--- src/hdl/sasr_defs.svh ---
// timing and sequence constants of the serial readout block
`ifndef SASR_DEFS_SVH
`define SASR_DEFS_SVH

// ============================================================
// clock and timing
`define SASR_REF_CLK_KHZ   20000
`define SASR_ACQ_MIN_NS    1100
`define SASR_SCLK_MAX_KHZ  4800
`define SASR_ACQ_MIN_CYC   ((`SASR_ACQ_MIN_NS * `SASR_REF_CLK_KHZ + 999999) / 1000000)

// ============================================================
// falling edge sequence of one frame
`define SASR_EDGE_W        5
`define SASR_EDGE_ACQ_END  5'h06
`define SASR_EDGE_SAR_LAST 5'h16
`define SASR_EDGE_OUT_LAST 5'h18
`define SASR_EDGE_SAT      5'h19
`define SASR_RES_W         16
`define SASR_ACQ_CNT_W     8
`define SASR_DAC_MSB       16'h8000

`endif

--- src/hdl/sasr_pkg.sv ---
// types of the serial readout block
`include "sasr_defs.svh"

package sasr_pkg;

  // ============================================================
  // frame state, one-hot
  typedef enum logic [3:0] {
    SASR_SHUTDOWN = 4'b0001,
    SASR_ACQUIRE  = 4'b0010,
    SASR_CONVERT  = 4'b0100,
    SASR_READOUT  = 4'b1000
  } sasr_state_t;

  // ============================================================
  // serial pins seen by the device
  typedef struct packed {
    logic cs_n;
    logic sclk;
  } sasr_pins_t;

  // ============================================================
  // analog core control
  typedef struct packed {
    logic                     track;
    logic [`SASR_RES_W-1:0]   code;
  } sasr_sar_t;

endpackage

--- src/hdl/sasr_readout.sv ---
// conversion sequencer and serial readout of the successive-approximation converter
`timescale 1ns/1ps
`include "sasr_defs.svh"

module sasr_readout
  import sasr_pkg::*;
#(
  parameter int ACQ_MIN_CYC = `SASR_ACQ_MIN_CYC
) (
  // clock and reset
  input  wire logic       ref_clk,
  input  wire logic       rst_n,
  // serial interface
  input  wire sasr_pins_t pins,
  output logic            dout,
  output logic            dout_oe,
  // analog core
  input  wire logic       cmp_above,
  output sasr_sar_t       sar,
  // status
  output logic            auto_power_down,
  output logic            conv_busy,
  output logic            result_ready,
  output logic            acq_short
);

  // ============================================================
  // edge detection
  // both pins are sampled on ref_clk, so each serial clock level must stand
  // for two cycles or more; the top serial rate is bounded by that sampling
  // only falling edges matter, the rising outputs stay open
  logic sclk_fall;
  logic cs_fall;

  sasr_edge #(.IDLE(1'b0)) u_sclk_edge (
    .ref_clk (ref_clk),
    .rst_n   (rst_n),
    .sig     (pins.sclk),
    .rise    (),
    .fall    (sclk_fall)
  );

  sasr_edge #(.IDLE(1'b1)) u_cs_edge (
    .ref_clk (ref_clk),
    .rst_n   (rst_n),
    .sig     (pins.cs_n),
    .rise    (),
    .fall    (cs_fall)
  );

  // ============================================================
  // registers
  sasr_state_t                state_r;
  sasr_state_t                state_nxt;
  logic [`SASR_EDGE_W-1:0]    edge_cnt_r;
  logic [`SASR_EDGE_W-1:0]    edge_cnt_nxt;
  logic [`SASR_RES_W-1:0]     code_r;
  logic [`SASR_RES_W-1:0]     code_nxt;
  logic                       track_r;
  logic                       dout_r;
  logic                       dout_nxt;
  logic                       oe_r;
  logic [`SASR_ACQ_CNT_W-1:0] acq_cnt_r;
  logic                       acq_short_r;

  // ============================================================
  // state decode
  // one-hot, so each decode reduces to a single state flop
  wire        in_shutdown  = (state_r == SASR_SHUTDOWN);
  wire        in_acquire   = (state_r == SASR_ACQUIRE);
  wire        in_convert   = (state_r == SASR_CONVERT);
  wire        in_readout   = (state_r == SASR_READOUT);

  // ============================================================
  // decode of the falling edge that is about to complete
  wire        frame_active = ~pins.cs_n & ~in_shutdown;
  wire        step         = frame_active & sclk_fall;
  wire        cnt_sat      = (edge_cnt_r == `SASR_EDGE_SAT);
  // the count stops one past the last bit so trailing edges never wrap into data
  wire [`SASR_EDGE_W-1:0] edge_inc = edge_cnt_r + 5'h01;
  wire [`SASR_EDGE_W-1:0] edge_new = cnt_sat ? edge_cnt_r : edge_inc;
  wire        at_acq_end   = step & (edge_new == `SASR_EDGE_ACQ_END);
  wire        in_sar       = step & (edge_new > `SASR_EDGE_ACQ_END)
                                  & (edge_new <= `SASR_EDGE_SAR_LAST);
  wire        sar_done     = (edge_new == `SASR_EDGE_SAR_LAST);
  wire [3:0]  sar_bit      = 4'(`SASR_EDGE_SAR_LAST - edge_new);
  wire        in_data      = (edge_new > (`SASR_EDGE_OUT_LAST - 5'(`SASR_RES_W)))
                           & (edge_new <= `SASR_EDGE_OUT_LAST);
  wire [3:0]  out_bit      = 4'(`SASR_EDGE_OUT_LAST - edge_new);
  // leading zeros, result bits, then trailing zeros
  wire        data_bit     = in_data ? code_r[out_bit] : 1'b0;

  // successive approximation: keep or drop the trial bit, then try the next
  // cmp_above must already answer for code_r in the cycle that sees the fall
  logic [`SASR_RES_W-1:0] sar_code;
  always_comb begin
    sar_code = code_r;
    sar_code[sar_bit] = cmp_above;
    if (sar_bit != 4'h0) begin
      sar_code[sar_bit - 4'h1] = 1'b1;
    end
  end

  // ============================================================
  // next state
  always_comb begin
    state_nxt    = state_r;
    edge_cnt_nxt = edge_cnt_r;
    code_nxt     = code_r;
    dout_nxt     = dout_r;
    // select high outranks every edge, so an abort lands in the same cycle
    if (pins.cs_n) begin
      state_nxt    = SASR_SHUTDOWN;
      edge_cnt_nxt = '0;
      dout_nxt     = 1'b0;
    end else if (cs_fall) begin
      state_nxt    = SASR_ACQUIRE;
      edge_cnt_nxt = '0;
      code_nxt     = '0;
      dout_nxt     = 1'b0;
    end else if (step) begin
      edge_cnt_nxt = edge_new;
      dout_nxt     = data_bit;
      case (state_r)
        SASR_ACQUIRE: begin
          if (at_acq_end) begin
            state_nxt = SASR_CONVERT;
            code_nxt  = `SASR_DAC_MSB;
          end
        end
        SASR_CONVERT: begin
          if (in_sar) begin
            code_nxt = sar_code;
          end
          if (sar_done) begin
            state_nxt = SASR_READOUT;
          end
        end
        default: begin
          state_nxt = state_r;
        end
      endcase
    end
  end

  // ============================================================
  // sequencer flops
  // one register stage: outputs move one ref_clk after the edge that causes them
  always_ff @(posedge ref_clk or negedge rst_n) begin
    if (!rst_n) begin
      state_r    <= SASR_SHUTDOWN;
      edge_cnt_r <= '0;
      code_r     <= '0;
      dout_r     <= 1'b0;
    end else begin
      state_r    <= state_nxt;
      edge_cnt_r <= edge_cnt_nxt;
      code_r     <= code_nxt;
      dout_r     <= dout_nxt;
    end
  end

  // output enable and track switch follow select
  // track closes for the whole acquisition and opens at hold or on abort
  wire        oe_nxt       = ~pins.cs_n;
  wire        track_nxt    = (state_nxt == SASR_ACQUIRE);
  always_ff @(posedge ref_clk or negedge rst_n) begin
    if (!rst_n) begin
      oe_r    <= 1'b0;
      track_r <= 1'b0;
    end else begin
      oe_r    <= oe_nxt;
      track_r <= track_nxt;
    end
  end

  // acquisition length seen from select fall to hold, flagged when too short
  // the counter saturates so a very long track time never wraps to look short
  wire        acq_cnt_sat   = (acq_cnt_r == '1);
  wire        acq_too_short = (32'(acq_cnt_r) < 32'(ACQ_MIN_CYC - 1));
  always_ff @(posedge ref_clk or negedge rst_n) begin
    if (!rst_n) begin
      acq_cnt_r   <= '0;
      acq_short_r <= 1'b0;
    end else if (cs_fall) begin
      acq_cnt_r   <= '0;
      acq_short_r <= 1'b0;
    end else if (in_acquire) begin
      if (at_acq_end) begin
        acq_short_r <= acq_too_short;
      end else if (!acq_cnt_sat) begin
        acq_cnt_r <= acq_cnt_r + 8'h01;
      end
    end
  end

  // ============================================================
  // outputs
  assign dout            = dout_r;
  assign dout_oe         = oe_r;
  assign sar.track       = track_r;
  assign sar.code        = code_r;
  assign auto_power_down = in_shutdown;
  assign conv_busy       = in_acquire | in_convert;
  assign result_ready    = in_readout;
  assign acq_short       = acq_short_r;

endmodule

--- src/hdl/sasr_edge.sv ---
// rising and falling edge detector for a synchronous input
`timescale 1ns/1ps

module sasr_edge
  import sasr_pkg::*;
#(
  parameter logic IDLE = 1'b0
) (
  // clock and reset
  input  wire logic ref_clk,
  input  wire logic rst_n,
  // level in
  input  wire logic sig,
  // edge pulses
  output logic      rise,
  output logic      fall
);

  logic prev_r;

  always_ff @(posedge ref_clk or negedge rst_n) begin
    if (!rst_n) begin
      prev_r <= IDLE;
    end else begin
      prev_r <= sig;
    end
  end

  assign rise = sig & ~prev_r;
  assign fall = ~sig & prev_r;

endmodule

--- config.mk ---
export PLATFORM = sky130hd
export DESIGN_NAME = sasr_readout
export DESIGN_NICKNAME = d
export VERILOG_FILES = /design/src/hdl/sasr_pkg.sv /design/src/hdl/sasr_readout.sv /design/src/hdl/sasr_edge.sv
export VERILOG_INCLUDE_DIRS = /design/src /design/src/hdl
export SDC_FILE = /design/constraint.sdc
export NUM_CORES = 1
export LEC_CHECK = 0
export BUFFER_PORTS_ARGS = -buffer_cell sky130_fd_sc_hd__buf_4
export CAP_MARGIN = 20
export CELL_PAD_IN_SITES_DETAIL_PLACEMENT = 1
export CELL_PAD_IN_SITES_GLOBAL_PLACEMENT = 2
export CORE_MARGIN = 4
export CORE_UTILIZATION = 37
export DETAILED_ROUTE_END_ITERATION = 7
export PLACE_DENSITY_LB_ADDON = 0.1
export RECOVER_POWER = 50
export SYNTH_ARGS = -nofsm -noshare
export SYNTH_HDL_FRONTEND = slang
export SYNTH_SLANG_ARGS = --single-unit
--- constraint.sdc ---
create_clock -name ref_clk -period 4.2 [get_ports ref_clk]
set_clock_uncertainty 0.1 [all_clocks]
set_input_delay 0.84 -clock ref_clk [delete_from_list [all_inputs] [get_ports ref_clk]]
set_output_delay 0.84 -clock ref_clk [all_outputs]
set_load 0.02 [all_outputs]
==> results of run 1 <==
-- area by class of cell --
cell class | instances | area (µm²)
fillers | 872 | 4180
multi-input cells | 254 | 1770
flip-flops and latches | 39 | 978
repair buffers | 34 | 218
well taps | 99 | 124
clock buffers | 7 | 86.3
inverters | 13 | 48.8
clock inverters | 1 | 8.76
-- sequential cells by signal, summed over array words and instances (netlist names), 4 cells and up --
name / cells
edge_cnt_r: 5
code_r: 16
state_r: 4
acq_cnt_r: 8
-- layout by cell type (no fill, tap or decap), types with 3 or more instances in the layout --
master and instances:
dfrtp_1 37, nand2_1 36, nor2_1 29, buf_4 24, a21oi_1 21, ha_1 13, nand3_1 12, inv_1 11
clkbuf_1 11, nor3_1 9, o221ai_1 9, and3_1 8, xnor2_1 8, mux2i_1 8, o21ai_0 7, xor2_1 6
nand2b_1 6, clkbuf_8 6, a22oi_1 4, nor4b_1 3, nor4_1 3, a21o_1 3, and3b_1 3, mux2_2 3
o31ai_1 3, nand4_1 3, a31oi_1 3, mux4_2 3
-- layer usage --
metal	wire length (µm)	vias to the layer above	global-route usage
met1	4370	1311	0.301
met2	4160	55	0.332
met5	0	-	0
met4	89	0	0.0486
met3	304	8	0.0235
li1	-	1235	-
-- worst max path at each step --
stage,from,end,slack [ps],cells after the start
floorplan,edge_cnt_r[1],dout,820,15
global placement,edge_cnt_r[1],dout,460,12
detailed placement,edge_cnt_r[1],dout,360,15
CTS,edge_cnt_r[1],dout,330,15
global route,edge_cnt_r[1],dout,60,12
finish,edge_cnt_r[1],dout,370,15
-- power groups by stage --
stage / sequential [mW] / clock, mW / combinational, mW
after floorplan: 0.396 / 0 / 0.0359
after detailed placement: 0.397 / 0 / 0.0619
after global routing: 0.391 / 0.316 / 0.0674
final: 0.389 / 0.291 / 0.0588
after CTS: 0.389 / 0.300 / 0.0621
after global placement: 0.397 / 0 / 0.0613
-- kinds of logic after synthesis --
| logic type | after synthesis |
|---|---|
| and+or+nand+nor | 134 |
| xor gates and xnor gates | 16 |
| muxes | 14 |
| AOI/OAI and AO/OA | 77 |
| adders and majority gates | 13 |
| buffers and inverters | 28 |
| DFF | 39 |
-- metrics by stage --
| stage | util | total power, mW | worst slack, ps | hold slack, ps |
|---|---|---|---|---|
| 6_report | 0.436 | 0.739 | 365 | 447 |
| 3_3_place_gp | 0.429 | 0.458 | 456 | 430 |
| 3_5_place_dp | 0.429 | 0.459 | 356 | 434 |
| 5_1_grt | 0.436 | 0.774 | 60.1 | 470 |
| 4_1_cts | 0.441 | 0.751 | 330 | 433 |
| 2_1_floorplan | - | 0.431 | 818 | 427 |
==> flow_summary_export.csv, run 1 <==
group,metric,value,unit
floorplanning,dieArea,9250,µm²
yosys,synth_top_family_by_area,"simple AND/OR/NAND/NOR gates",
flow_run,max_cap_violations,1,
yosys,synth_simple_gate_area_frac,0.254,
global_routing,grt_util_all_layers,0.208,
hold_path,hp-class,"reg2reg",
cells_and_area,drive_above_1_share,0.155,
global_routing,grt_pass1_vias,2645,
yosys,syn-cell-area,2880,µm²
worst_setup_path,arrival,3970,ps
yosys,synthArstFlopShare,1.00,
clock_tree,clk_pin_slew_worst_paths,90,ps
sta,max_freq,261,MHz
floorplanning,die_h,96.2,µm
sta,finalSetupViolCount,0,
cells_and_area,nets,365,
pwr,p_comb_frac,0.080,
clock_tree,ctsResizeCount,0,
route,drt_wl_total,8920,µm
status,status,"finished, violations left",
clock_tree,ctsHtreeMaxLevel,2,
floorplanning,ioPinCount,28,
yosys,ys_warn_count,0,
placed_design,dp_cells,439,
hold_path,whs_path_depth,1,
clock_tree,cts_buffers,5,
route,wl_per_cell,20.0,µm
sta,tightest_slew,2250,ps
yosys,syn_area_per_cell,8.96,µm²
hold_path,hp-start,"dout",
yosys,synth_most_common_cell,"dfrtp_1",
yosys,muxShareOfSynthArea,0.0631,
sta,finalCritPeriodShare,0.913,
worst_setup_path,rr_startpoint,"edge_cnt_r[1]",
yosys,synth_top_area_frac,0.322,
worst_setup_path,critPathLaunchType,"register",
route,antenna_left,0,
cells_and_area,fin_cells,447,
pwr,p_int,0.537,mW
worst_setup_path,crit_chain,"inv_1, ha_1, nand4b_1, buf_4, nand2_1, o21ai_0, inv_1, ha_1, and3b_1, o211ai_1, nand3b_1, a21oi_1, o22ai_1, a2111oi_0, a41o_1",
clock_tree,cts_root_buf,"clkbuf_8",
route,num_vias,2609,
worst_setup_path,cp.buffers_inverters,3,
worst_setup_path,crit_required,4340,ps
floorplanning,rows,31,
yosys,synth-compound-area-share,0.188,
pwr,seq_power_share,0.527,
yosys,synth_area_leaders,"dfrtp_1, ha_1, nand2_1",
placed_design,gp_congestion,0.820,
clock_tree,post_cts_buffers,0,
sta,tns,0,ps
worst_setup_path,crit_type,"reg2reg",
yosys,syn_inst,321,
worst_setup_path,cp_max_fo,13,
worst_setup_path,r2r-end,"dout",
yosys,ys.flop_type,"dfrtp_1",
pwr,clockPowerShare,0.394,
floorplanning,die_width,96.2,µm
worst_setup_path,cpMaxStageDelayCell,"ha_1",
pwr,power_switching,0.202,mW
pwr,swShare,0.274,
route,drc,0,
sta,relSlewSlack,-0.503,
clock_tree,cts_sinks,39,
floorplanning,core,7410,µm²
yosys,synth_seq_cells,39,
cells_and_area,finalInstanceArea,3230,µm²
pwr,power_density,229,nW/µm²
yosys,synth_edf_count,0,
global_routing,antenna_found_initial,0,
yosys,synth.yosys.seq_area_share,0.340,
status,violations,"capacitance limit, slew limit",
sta,rsz0062_at_grt,"no",
pwr,p_leak,1.41,nW
route,firstDrtPassIters,4,
pwr,peakVddDrop,0.125,mV
placed_design,io_buffers,27,
worst_setup_path,reg2regPathDepth,15,
worst_setup_path,ff2ff_setup_slack,370,ps
clock_tree,cts_tree,"built",
yosys,synth_xor_area_frac,0.0540,
placed_design,place_area,3180,µm²
hold_path,min_to,"dout",
yosys,synth_nets,339,
global_routing,grt_max_degree,40,
clock_tree,clockBufferDepth,2,
cells_and_area,antenna_cells,0,
yosys,synth_common_cells,"dfrtp_1, nand2_1, nor2_1, a21oi_1, ha_1",
global_routing,grt_pass1_wl,14700,µm
yosys,yosysUniqueCellTypes,71,
global_routing,grt_overflow,0,
route,vias_per_cell,5.84,
clock_tree,holdBufCountCts,0,
floorplanning,start_util,0.388,
route,drt-initial-drc-count,111,
sta,period_needed,3830,ps
yosys,yosys.area.top_type,"dfrtp_1",
clock_tree,clock_latency,300,ps
worst_setup_path,path_delay_family,"compound AO/OA/AOI/OAI gates",
cells_and_area,syn_to_final_growth,12.4,%
placed_design,dp_hpwl,6600,µm
sta,hold_viol,0,
sta,drv_slew,40,
yosys,synth-adder-area-share,0.0566,
worst_setup_path,end_kind,"register",
worst_setup_path,max_stage_delay,530,ps
Power figures use the tool's default switching activity.
==> run 2, diff against run 1 <==
--- a/config.mk
+++ b/config.mk
@@ -10,6 +10,7 @@
 export CAP_MARGIN = 20
 export CELL_PAD_IN_SITES_DETAIL_PLACEMENT = 1
 export CELL_PAD_IN_SITES_GLOBAL_PLACEMENT = 2
+export CORE_ASPECT_RATIO = 1.5
 export CORE_MARGIN = 4
 export CORE_UTILIZATION = 37
 export DETAILED_ROUTE_END_ITERATION = 7
==> flow_summary_export.csv, run 2 (synthesized netlist as in run 1, its figures left out) <==
group,metric,value,unit
floorplanning,start_util,0.378,
pwr,clockPowerShare,0.454,
clock_tree,cts_sinks,39,
status,violations,"capacitance limit, slew limit",
pwr,p_comb_frac,0.074,
global_routing,grt_use_met1,0.242,
sta,hold_viol,0,
floorplanning,core,7610,µm²
route,vias_per_cell,5.87,
global_routing,grt.met2_usage,0.439,
floorplanning,dieArea,9270,µm²
floorplanning,die_h,116,µm
clock_tree,holdBufCountCts,0,
sta,finalCritPeriodShare,0.911,
pwr,p_int,0.622,mW
status,status,"finished, violations left",
sta,tightest_slew,2210,ps
clock_tree,clock_latency,290,ps
pwr,total_power,0.826,mW
cells_and_area,syn_to_final_growth,15.0,%
worst_setup_path,reg2regPathDepth,14,
route,num_vias,2657,
pwr,seq_power_share,0.472,
worst_setup_path,crit_type,"reg2reg",
clock_tree,clk_pin_slew_worst_paths,60,ps
floorplanning,ioPinCount,28,
sta,tns,0,ps
route,drc,0,
pwr,peakVddDrop,0.137,mV
cells_and_area,layout_commonest_cell,"dfrtp_1",
floorplanning,die_width,80.0,µm
route,drt_wl_total,9720,µm
hold_path,whs_path_depth,1,
sta,drv_slew,40,
clock_tree,cts_tree,"built",
cells_and_area,largest_reg_flops,16,
cells_and_area,largest_register,"code_r",
worst_setup_path,arrival,3870,ps
clock_tree,post_cts_buffers,0,
placed_design,dp_hpwl,7600,µm
cells_and_area,drive_above_1_share,0.162,
global_routing,grt_pass1_vias,2842,
clock_tree,cts_buffers,5,
pwr,p_leak,1.44,nW
sta,period_needed,3830,ps
global_routing,grt_max_degree,40,
global_routing,grt_most_used_layer,"met2",
pwr,power_density,250,nW/µm²
worst_setup_path,critPathLaunchType,"register",
global_routing,grt_overflow,0,
route,wl_per_cell,21.5,µm
placed_design,gp_congestion,0.860,
flow_run,max_cap_violations,1,
route,antenna_left,0,
sta,max_freq,261,MHz
clock_tree,ctsResizeCount,0,
cells_and_area,nets,368,
pwr,power_switching,0.204,mW
cells_and_area,antenna_cells,0,
clock_tree,ctsHtreeMaxLevel,2,
placed_design,io_buffers,27,
cells_and_area,final_cell_mix,"dfrtp_1, nand2_1, nor2_1, buf_4, a21oi_1",
route,drt-initial-drc-count,130,
cells_and_area,fin_util,0.434,
clock_tree,clockBufferDepth,2,
route,firstDrtPassIters,4,
worst_setup_path,end_kind,"register",
worst_setup_path,cp_max_fo,11,
global_routing,grt_util_all_layers,0.221,
sta,finalSetupViolCount,0,
global_routing,use_met3,0.0257,
pwr,swShare,0.247,
sta,relSlewSlack,-0.472,
global_routing,antenna_found_initial,0,
hold_path,hp-class,"reg2reg",
clock_tree,cts_root_buf,"clkbuf_16",
worst_setup_path,crit_required,4240,ps
cells_and_area,top_regs,"code_r x16, acq_cnt_r x8, edge_cnt_r x5",
sta,rsz0062_at_grt,"no",
floorplanning,rows,39,
global_routing,grt_pass1_wl,15500,µm
==> run 2: cell count changes in the layout (fill, tap and decap cells not counted), sizes merged <==
cell	before	now
buf	24	27
clkinv	1	2
inv	13	12
==> run 2: through the flow <==
step | setup slack, ps | instances | hold WS, ps | area (µm²)
6_report | 373 | 453 | 448 | 3310
5_1_grt | 2.27 | 453 | 473 | 3310
2_1_floorplan | 818 | 321 | 427 | 2880
4_1_cts | 198 | 453 | 453 | 3340
3_3_place_gp | 282 | 445 | 432 | 3200
3_5_place_dp | 257 | 445 | 447 | 3200
==> run 2: critical path, stage by stage (launching register included) <==
cell,delay (ps)
dfrtp_1,460
inv_1,140
ha_1,260
nand4b_1,150
buf_4,200
nand2_1,70
o21ai_0,150
inv_1,150
ha_1,290
and3_1,210
a221o_1,390
o21ai_0,510
nor4_1,160
a221oi_1,310
o31ai_1,150
==> run 2: routing by layer <==
layer  vias up  part of all wire
met3        14             0.023
met2        56              0.58
met1      1349              0.38
li1       1238                 -
met4         0             0.017
met5         -                 0
==> run 2: area by class of cell <==
class	count	area, µm²
Clock buffer	7	133
Clock inverter	1	5.00
Fill cell	922	4310
Inverter	13	48.8
Multi-Input combinational cell	254	1770
Sequential cell	39	978
Tap cell	102	128
Timing Repair Buffer	37	240
==> run 2: worst paths after layout <==
path,slack [ps],from,to
min,450,dout,dout
min reg2reg,450,dout,dout
max in group asynchronous,1630,rst_n,code_r[7]
max,370,edge_cnt_r[1],code_r[7]
max reg2reg,370,edge_cnt_r[1],code_r[7]
min in group asynchronous,1100,rst_n,acq_short
==> run 2: power groups by stage <==
stage / Sequential, mW / Clock [mW] / Combinational [mW]
finish: 0.390 / 0.375 / 0.0615
global route: 0.392 / 0.394 / 0.0684
CTS: 0.390 / 0.383 / 0.0650
detailed placement: 0.397 / 0 / 0.0647
global placement: 0.396 / 0 / 0.0638
floorplan: 0.396 / 0 / 0.0359
